File: config.mk
export PLATFORM = sky130hd
export DESIGN_NAME = srw_supervisor
export DESIGN_NICKNAME = d
export VERILOG_FILES = /design/src/shared/srw_pkg.sv /design/src/rtl/srw_sync.sv /design/src/rtl/srw_debounce.sv /design/src/rtl/srw_supervisor.sv
export SDC_FILE = /design/constraint.sdc
export NUM_CORES = 1
export LEC_CHECK = 0
export BUFFER_PORTS_ARGS = -buffer_cell sky130_fd_sc_hd__buf_4
export CORE_AREA = 2 2 128 130
export CTS_CLUSTER_SIZE = 14
export DETAILED_ROUTE_END_ITERATION = 6
export DIE_AREA = 0 0 130 132
export GPL_TIMING_DRIVEN = 0
export PLACE_DENSITY = 0.8
export SETUP_SLACK_MARGIN = 0.02
export SYNTH_ARGS = -nofsm -noshare
export SYNTH_HDL_FRONTEND = slang
export SYNTH_HIERARCHICAL = 1
export SYNTH_SLANG_ARGS = --single-unit
File: constraint.sdc
create_clock -name sys_clk -period 4.8 [get_ports sys_clk]
set_clock_uncertainty 0.2 [all_clocks]
set_input_delay 0 -clock sys_clk [delete_from_list [all_inputs] [get_ports sys_clk]]
set_output_delay 0 -clock sys_clk [all_outputs]
set_load 0.02 [all_outputs]
File: src/shared/srw_pkg.sv
// shared constants for the supply reset and watchdog supervisor
package srw_pkg;
    localparam int CLK_HZ = 200000000;
    localparam int SUPPLY_COUNT = 6;
    // times in milliseconds
    localparam int EXTEND_MS = 200;
    localparam int DEBOUNCE_MS = 50;
    localparam int TIMEOUT_SEL_LO_MS = 500;
    localparam int TIMEOUT_SEL_HI_MS = 2000;
    localparam int WDT_SEL2_MS = 10000;
    localparam int WDT_SEL3_MS = 60000;
    localparam int CYC_PER_MS = CLK_HZ / 1000;
    localparam logic [39:0] EXTEND_CYCLES = 40'(64'(EXTEND_MS) * 64'(CYC_PER_MS));
    localparam logic [39:0] DEBOUNCE_CYCLES = 40'(64'(DEBOUNCE_MS) * 64'(CYC_PER_MS));
    localparam logic [39:0] WDT_CYCLES0 = 40'(64'(TIMEOUT_SEL_LO_MS) * 64'(CYC_PER_MS));
    localparam logic [39:0] WDT_CYCLES1 = 40'(64'(TIMEOUT_SEL_HI_MS) * 64'(CYC_PER_MS));
    localparam logic [39:0] WDT_CYCLES2 = 40'(64'(WDT_SEL2_MS) * 64'(CYC_PER_MS));
    localparam logic [39:0] WDT_CYCLES3 = 40'(64'(WDT_SEL3_MS) * 64'(CYC_PER_MS));
    localparam int CNT_W = 40;
    // register bus map (word addresses are byte offsets / 4)
    localparam logic [3:0] REG_STATUS = 4'h0;
    localparam logic [3:0] REG_MASK = 4'h1;
    localparam logic [3:0] REG_STATE = 4'h2;
    localparam logic [3:0] REG_CONTROL = 4'h3;
    localparam logic [2:0] STATUS_RESET_BIT = 3'h0;
    localparam logic [2:0] STATUS_WDT_BIT = 3'h1;
    localparam logic [2:0] STATUS_SUPPLY_BIT = 3'h2;
    localparam logic [2:0] MASK_RESET = 3'h7;
    localparam logic [31:0] READ_UNMAPPED = 32'h00000000;
endpackage

File: src/rtl/srw_sync.sv
// two flip-flop synchroniser for one asynchronous level
`timescale 1ns/1ps
module srw_sync (
    // clock and reset
    input wire logic sys_clk,
    input wire logic sys_rst,
    input wire logic rstValue,
    // level
    input wire logic asyncIn,
    output logic syncOut
);
    logic stage1;
    always_ff @(posedge sys_clk) begin
        if (sys_rst) begin
            stage1 <= rstValue;
            syncOut <= rstValue;
        end else begin
            stage1 <= asyncIn;
            syncOut <= stage1;
        end
    end
endmodule

File: src/rtl/srw_debounce.sv
// level debouncer: output follows input only after it stays stable for a set count
`timescale 1ns/1ps
module srw_debounce (
    // clock and reset
    input wire logic sys_clk,
    input wire logic sys_rst,
    // synchronised level and filtered result
    input wire logic levelIn,
    input wire logic [srw_pkg::CNT_W-1:0] stableCycles,
    output logic levelOut
);
    logic [srw_pkg::CNT_W-1:0] count;
    wire differs = levelIn != levelOut;
    wire expired = count >= stableCycles - 40'h1;
    always_ff @(posedge sys_clk) begin
        if (sys_rst) begin
            count <= '0;
            levelOut <= 1'b1;
        end else if (!differs) begin
            count <= '0;
        end else if (expired) begin
            count <= '0;
            levelOut <= levelIn;
        end else begin
            count <= count + 40'h1;
        end
    end
endmodule

File: src/rtl/srw_supervisor.sv
// supply reset generator and watchdog supervisor with an Avalon-MM register slave
`timescale 1ns/1ps
module srw_supervisor (
    // clock and reset
    input wire logic sys_clk,
    input wire logic sys_rst,
    // supply fault pins, high means supply below its fault level
    input wire logic [5:0] supplyFault,
    // manual reset and straps
    input wire logic manualReset_n,
    input wire logic reset_extend_strap,
    input wire logic timeout_sel_hi,
    input wire logic timeout_sel_lo,
    // host processor side
    input wire logic watchdog_kick,
    output logic cpuReset_n,
    output logic watchdogIrq,
    // avalon-mm slave
    input wire logic [3:0] avs_address,
    input wire logic avs_read,
    input wire logic avs_write,
    input wire logic [31:0] avs_writedata,
    output logic [31:0] avs_readdata,
    output logic avs_waitrequest,
    // interrupt
    output logic irq
);
    // ----------------------------------------
    // input synchronisers
    // ----------------------------------------
    logic [5:0] faultSync;
    logic manualSync;
    logic extendSync;
    logic selHiSync;
    logic selLoSync;
    logic kickSync;

    // a fault pin reads as fault during reset, so the cpu reset stays low until supplies prove good
    genvar gi;
    generate
        for (gi = 0; gi < srw_pkg::SUPPLY_COUNT; gi = gi + 1) begin : g_fault
            srw_sync uFault (
                .sys_clk(sys_clk),
                .sys_rst(sys_rst),
                .rstValue(1'b1),
                .asyncIn(supplyFault[gi]),
                .syncOut(faultSync[gi])
            );
        end
    endgenerate

    srw_sync uMan (
        .sys_clk(sys_clk),
        .sys_rst(sys_rst),
        .rstValue(1'b1),
        .asyncIn(manualReset_n),
        .syncOut(manualSync)
    );
    // straps are synchronised as well, since a board may rewire them while running
    srw_sync uExt (
        .sys_clk(sys_clk),
        .sys_rst(sys_rst),
        .rstValue(1'b0),
        .asyncIn(reset_extend_strap),
        .syncOut(extendSync)
    );
    srw_sync uSelHi (
        .sys_clk(sys_clk),
        .sys_rst(sys_rst),
        .rstValue(1'b0),
        .asyncIn(timeout_sel_hi),
        .syncOut(selHiSync)
    );
    srw_sync uSelLo (
        .sys_clk(sys_clk),
        .sys_rst(sys_rst),
        .rstValue(1'b0),
        .asyncIn(timeout_sel_lo),
        .syncOut(selLoSync)
    );
    srw_sync uKick (
        .sys_clk(sys_clk),
        .sys_rst(sys_rst),
        .rstValue(1'b0),
        .asyncIn(watchdog_kick),
        .syncOut(kickSync)
    );

    // ----------------------------------------
    // manual reset debounce
    // ----------------------------------------
    // a bouncing switch would otherwise pulse the cpu reset many times
    logic manualClean;
    srw_debounce uDeb (
        .sys_clk(sys_clk),
        .sys_rst(sys_rst),
        .levelIn(manualSync),
        .stableCycles(srw_pkg::DEBOUNCE_CYCLES),
        .levelOut(manualClean)
    );

    // ----------------------------------------
    // reset generator
    // ----------------------------------------
    // supply faults restart the stretch; the manual reset never waits for it
    logic [srw_pkg::CNT_W-1:0] stretchCount;
    logic stretching;
    logic softHold;
    wire anyFault = |faultSync;
    wire stretchDone = stretchCount >= srw_pkg::EXTEND_CYCLES - 40'h1;
    wire supplyHold = anyFault | (stretching & extendSync);
    wire next_cpuReset_n = ~supplyHold & manualClean & ~softHold;

    // limitation: a strap change mid-stretch acts at once; the count does not restart for it
    always_ff @(posedge sys_clk) begin
        if (sys_rst || anyFault) begin
            stretchCount <= '0;
        end else if (stretching && !stretchDone) begin
            stretchCount <= stretchCount + 40'h1;
        end
    end

    always_ff @(posedge sys_clk) begin
        if (sys_rst || anyFault) begin
            stretching <= 1'b1;
        end else if (stretchDone) begin
            stretching <= 1'b0;
        end
    end

    // ----------------------------------------
    // cpu reset output
    // ----------------------------------------
    always_ff @(posedge sys_clk) begin
        if (sys_rst) begin
            cpuReset_n <= 1'b0;
        end else begin
            cpuReset_n <= next_cpuReset_n;
        end
    end

    // ----------------------------------------
    // watchdog
    // ----------------------------------------
    // the count stops while the interrupt is up, so the next kick always starts from zero
    logic kickPrev;
    logic [srw_pkg::CNT_W-1:0] wdtCount;
    wire kickPulse = kickSync & ~kickPrev;
    wire [1:0] selCode = {selHiSync, selLoSync};
    wire [srw_pkg::CNT_W-1:0] wdtLimit =
        (selCode == 2'h0) ? srw_pkg::WDT_CYCLES0 :
        (selCode == 2'h1) ? srw_pkg::WDT_CYCLES1 :
        (selCode == 2'h2) ? srw_pkg::WDT_CYCLES2 : srw_pkg::WDT_CYCLES3;
    wire wdtExpire = ~watchdogIrq & (wdtCount >= wdtLimit - 40'h1);

    always_ff @(posedge sys_clk) begin
        if (sys_rst) begin
            kickPrev <= 1'b0;
        end else begin
            kickPrev <= kickSync;
        end
    end

    always_ff @(posedge sys_clk) begin
        if (sys_rst || kickPulse) begin
            wdtCount <= '0;
        end else if (!watchdogIrq && !wdtExpire) begin
            wdtCount <= wdtCount + 40'h1;
        end
    end

    always_ff @(posedge sys_clk) begin
        if (sys_rst || kickPulse) begin
            watchdogIrq <= 1'b0;
        end else if (wdtExpire) begin
            watchdogIrq <= 1'b1;
        end
    end

    // ----------------------------------------
    // event detection
    // ----------------------------------------
    // previous values reset to the levels held in reset, so leaving reset makes no false event
    logic cpuResetPrev;
    logic faultPrev;
    wire resetEvent = cpuResetPrev & ~cpuReset_n;
    wire faultEvent = anyFault & ~faultPrev;
    wire [2:0] eventVec = {faultEvent, wdtExpire, resetEvent};

    always_ff @(posedge sys_clk) begin
        if (sys_rst) begin
            cpuResetPrev <= 1'b0;
            faultPrev <= 1'b1;
        end else begin
            cpuResetPrev <= cpuReset_n;
            faultPrev <= anyFault;
        end
    end

    // ----------------------------------------
    // avalon-mm slave: one wait cycle, answer on the second edge
    // ----------------------------------------
    // a write lands at the edge where the master sees waitrequest low, never earlier
    logic accessDone;
    logic [2:0] status;
    logic [2:0] mask;
    wire access = (avs_read | avs_write) & ~accessDone;
    wire writeHit = avs_write & ~avs_waitrequest;
    wire clearStatus = writeHit & (avs_address == srw_pkg::REG_STATUS);
    wire writeMask = writeHit & (avs_address == srw_pkg::REG_MASK);
    wire writeCtl = writeHit & (avs_address == srw_pkg::REG_CONTROL);
    wire [2:0] clearBits = clearStatus ? avs_writedata[2:0] : 3'h0;
    // set wins over clear so no event slips past a write-one-to-clear
    wire [2:0] next_status = (status & ~clearBits) | eventVec;
    wire [2:0] next_mask = writeMask ? avs_writedata[2:0] : mask;
    wire next_softHold = writeCtl ? avs_writedata[0] : softHold;
    // the interrupt follows a new mask at the same edge, so no stale cycle after a mask write
    wire next_irq = |(next_status & next_mask);
    wire [31:0] stateWord = {20'h0, selHiSync, selLoSync, extendSync, manualClean,
        watchdogIrq, cpuReset_n, faultSync};
    // unmapped words read as zero and ignore writes; no error is signalled
    wire [31:0] readMux =
        (avs_address == srw_pkg::REG_STATUS) ? {29'h0, status} :
        (avs_address == srw_pkg::REG_MASK) ? {29'h0, mask} :
        (avs_address == srw_pkg::REG_STATE) ? stateWord :
        (avs_address == srw_pkg::REG_CONTROL) ? {31'h0, softHold} : srw_pkg::READ_UNMAPPED;

    // ----------------------------------------
    // status register
    // ----------------------------------------
    always_ff @(posedge sys_clk) begin
        if (sys_rst) begin
            status <= 3'h0;
        end else begin
            status <= next_status;
        end
    end

    // ----------------------------------------
    // mask register
    // ----------------------------------------
    always_ff @(posedge sys_clk) begin
        if (sys_rst) begin
            mask <= srw_pkg::MASK_RESET;
        end else begin
            mask <= next_mask;
        end
    end

    // ----------------------------------------
    // control register
    // ----------------------------------------
    always_ff @(posedge sys_clk) begin
        if (sys_rst) begin
            softHold <= 1'b0;
        end else begin
            softHold <= next_softHold;
        end
    end

    // ----------------------------------------
    // bus answer
    // ----------------------------------------
    always_ff @(posedge sys_clk) begin
        if (sys_rst) begin
            accessDone <= 1'b0;
            avs_waitrequest <= 1'b1;
            avs_readdata <= 32'h0;
        end else begin
            accessDone <= access;
            avs_waitrequest <= ~access;
            avs_readdata <= access ? readMux : 32'h0;
        end
    end

    // ----------------------------------------
    // interrupt output
    // ----------------------------------------
    always_ff @(posedge sys_clk) begin
        if (sys_rst) begin
            irq <= 1'b0;
        end else begin
            irq <= next_irq;
        end
    end
endmodule

==> results by group <==
Outcome
  • Status: finished clean

Place
  • I/O Buffers: 35
  • Post-DP HPWL: 14.66 mm
  • Placer congestion estimate: 0.8396

Yosys
  • Post-Synth XOR/XNOR Area: 0.1068
  • Mapped Area: 9346 sq um
  • Top-area cell type share of the netlist area: 0.3663
  • Adder-Cell Fraction of Synth Area: 0.09505
  • Main flop type after synthesis: dfxtp_1
  • Synth area leader: dfxtp_1
  • Compound-Gate Fraction of Synth Area: 0.07456
  • Post-synthesis simple-gate area fraction: 0.2775
  • Sequential area share after synthesis: 0.3663
  • Yosys cell types: 76
  • Asr flop ratio synth: 0
  • Ys Warns: 6
  • Mapped Cells: 1052
  • Mux contribution to synthesized area: 0.03641
  • Post-synth EDFFs: 0
  • Synth area leaders: dfxtp_1 37%, ha_1 9.5%, xnor2_1 6.7%, nor2_1 4.1%, xor2_1 4.0%
  • Main combinational cell family by area after synthesis: simple AND/OR/NAND/NOR gates
  • Syn avg cell area: 8.884 sq um
  • Yosys reg bits: 171

Clocking
  • Clk slew on worst S/H paths: 80 ps
  • Htree depth: 4
  • CTS resizes: 0
  • Number of buffers created by CTS: 17
  • Worst-Skew Late Latency: 440 ps
  • Clk root buf: clkbuf_16
  • Setup bufs post-CTS: 0
  • # hold bufs at CTS: 40
  • Clock tree buffer depth: 2
  • CTS Sinks: 171
  • CTS tree: built

Floorplan
  • Die Width: 130 um
  • DIE AREA: 17160 sq um
  • Die height: 132 um
  • Boundary pin count: 87
  • Rows: 46
  • Core footprint: 15710 sq um
  • Initial core utilization: 0.5948

Global routing
  • Largest net degree at the start of global routing: 27
  • Total track usage: 0.2612
  • Initial antenna violation count: 0
  • Grt ovf: 0
  • First-pass GRT wire length: 36.35 mm
  • Vias in the first global route: 7846

Finish
  • Fraction of layout cells with a size suffix above 1: 0.1070
  • Fillers: 1108
  • Area occupied by multi-input gates: 6156 sq um
  • Post-layout util: 0.7340
  • Most frequent cells in the layout: 171 x dfxtp_1, 170 x conb_1, 103 x nor2_1, 77 x nand2_1
  • Final net count: 1436
  • Area Overhead vs Synth: 23.39%
  • Commonest non-fill, non-tap cell in the layout: dfxtp_1
  • Sequential cell area: 3423 sq um
  • Antenna cells: 0

Timing
  • Fin. max-slew vios: 0
  • Setup_tns: 0 ps
  • Worst slew pin tran: 950.0 ps
  • Final Critical Period: 4255 ps
  • Fin crit share: 0.8865
  • Max Fclk: 235.0 MHz
  • Final setup fails: 0
  • Worst relative slew slack: 0.3653
  • Final hold vios: 0
  • RSZ-0062 raised after global routing: no

Power
  • Power Dens Cells: 268.8 nW/um^2
  • Peak supply drop: 271.8 uV
  • LEAKAGE: 0.004648 uW

Critical path
  • WS Path Type: flip-flop to flip-flop
  • Max stage delay on crit path: 500 ps
  • CP Capture Type: flip-flop
  • Slowest-stage cell, CP: nor4_1
  • Crit path launch type: flip-flop
  • Critical-path cell list: inv_1, ha_1, or2_2, ha_1, nand4b_1, nor4_1, nand3_1, o21ai_0, clkbuf_1, clkbuf_1, nor3_1, xnor2_1, nor2_1
  • CP Data Arrival Time: 4360 ps
  • Critical path peak fanout: 10
  • Critical Path RT: 4900 ps

Route
  • DRT Pass-1 Iters: 7
  • Vias per Instance: 5.276
  • Routed Wire Length: 21.63 mm
  • Routed Antenna Nets: 0
  • Via count: 8141
  • Routed WL per cell: 14.02 um
  • DRC viols: 0
  • DRT iter0 DRCs: 486

Flow run
  • Max_cap viols: 0

Hold path
  • Worst Hold Class: primary input to flip-flop
## metrics by stage
step                      hold slack [ps]  instances  setup slack [ps]  power [uW]  area (sq um)
final                               93.18       1543             544.6        3100         11530
after global routing                126.1       1543             271.4        3203         11530
after CTS                           38.67       1543             620.0        3100         11530
after detailed placement            31.85       1471             700.4        1696         10510
after global placement              28.26       1471             714.5        1689         10510
after floorplan                    -56.06       1220              1355        1645          9977
## worst max-delay path, delay by kind of cell (launching register included)
kind / cells / cell delay (ps)
AND/OR/NAND/NOR: 6 / 1330
AO/OA/AOI/OAI: 1 / 290
adder cells (fa/ha/maj): 2 / 580
flip-flops: 1 / 460
XOR/XNOR: 1 / 190
buffers and inverters: 3 / 1060
## sequential cells by signal, summed over array words and instances (netlist names), 3 cells and up
name and cells:
avs_readdata 12, g_fault.uFault/stage1 6, g_fault.uFault/syncOut 6, mask 3, status 3, stretchCount 40
uDeb/count 40, wdtCount 40
## where the power goes
| group | leakage [uW] | switching [uW] | internal (uW) |
|---|---|---|---|
| sequential | 0.00139 | 13.4 | 1440 |
| clock | 0.000299 | 685 | 711 |
| combinational | 0.00296 | 138 | 113 |
| total | 0.00465 | 837 | 2260 |
## synthesized netlist by cell type (7+ instances only)
cell	number
xnor2_1	71
nand4_1	26
buf_4	20
nor3_1	70
o21ai_0	16
nor2_1	103
and2_1	32
dfxtp_1	171
a21oi_1	43
nand3_1	40
mux2_2	22
inv_1	30
or4_1	15
nand2_1	77
and4_1	8
or3_1	12
mux2i_1	7
and3_1	13
ha_1	71
clkbuf_1	24
nor4_1	24
xor2_1	43
## cells by family (layout without fill, tap and decap cells)
| family | Yosys count | in the layout |
|---|---|---|
| simple gates | 475 | 475 |
| flops | 171 | 171 |
| xor+xnor | 114 | 114 |
| compound gates | 108 | 108 |
| buf+inv | 81 | 188 |
| fa+ha+maj | 71 | 71 |
| mux | 30 | 30 |
| other cells | 2 | 170 |
## layer usage
metal	part of all wire	vias to the layer above	track usage
li1	-	4089	-
met1	0.42	3770	0.3114
met2	0.51	226	0.4532
met3	0.041	56	0.05073
met4	0.028	0	0.1117
met5	0	-	0
## layout make-up
type	count	area share
inverter	31	0.01009
clock inverter	15	0.01703
buffer	50	0.02441
timing repair buffer	75	0.05750
tap	216	0.02343
sequential	171	0.2968
clock buffer	17	0.03689
multi-input combinational	968	0.5338
## final timing paths
kind	start	endpoint	slack (ps)	cells after the start
hold / removal	avs_address[1]	avs_readdata[5]$_SDFF_PP0_	90	3
setup / recovery	uSelLo/syncOut$_DFF_P_	wdtCount[3]$_SDFFE_PP0P_	540	13
setup reg to reg	uSelLo/syncOut$_DFF_P_	wdtCount[3]$_SDFFE_PP0P_	540	13
hold reg to reg	accessDone$_SDFF_PP0_	accessDone$_SDFF_PP0_	240	1
(Power assumes the default switching activity.)
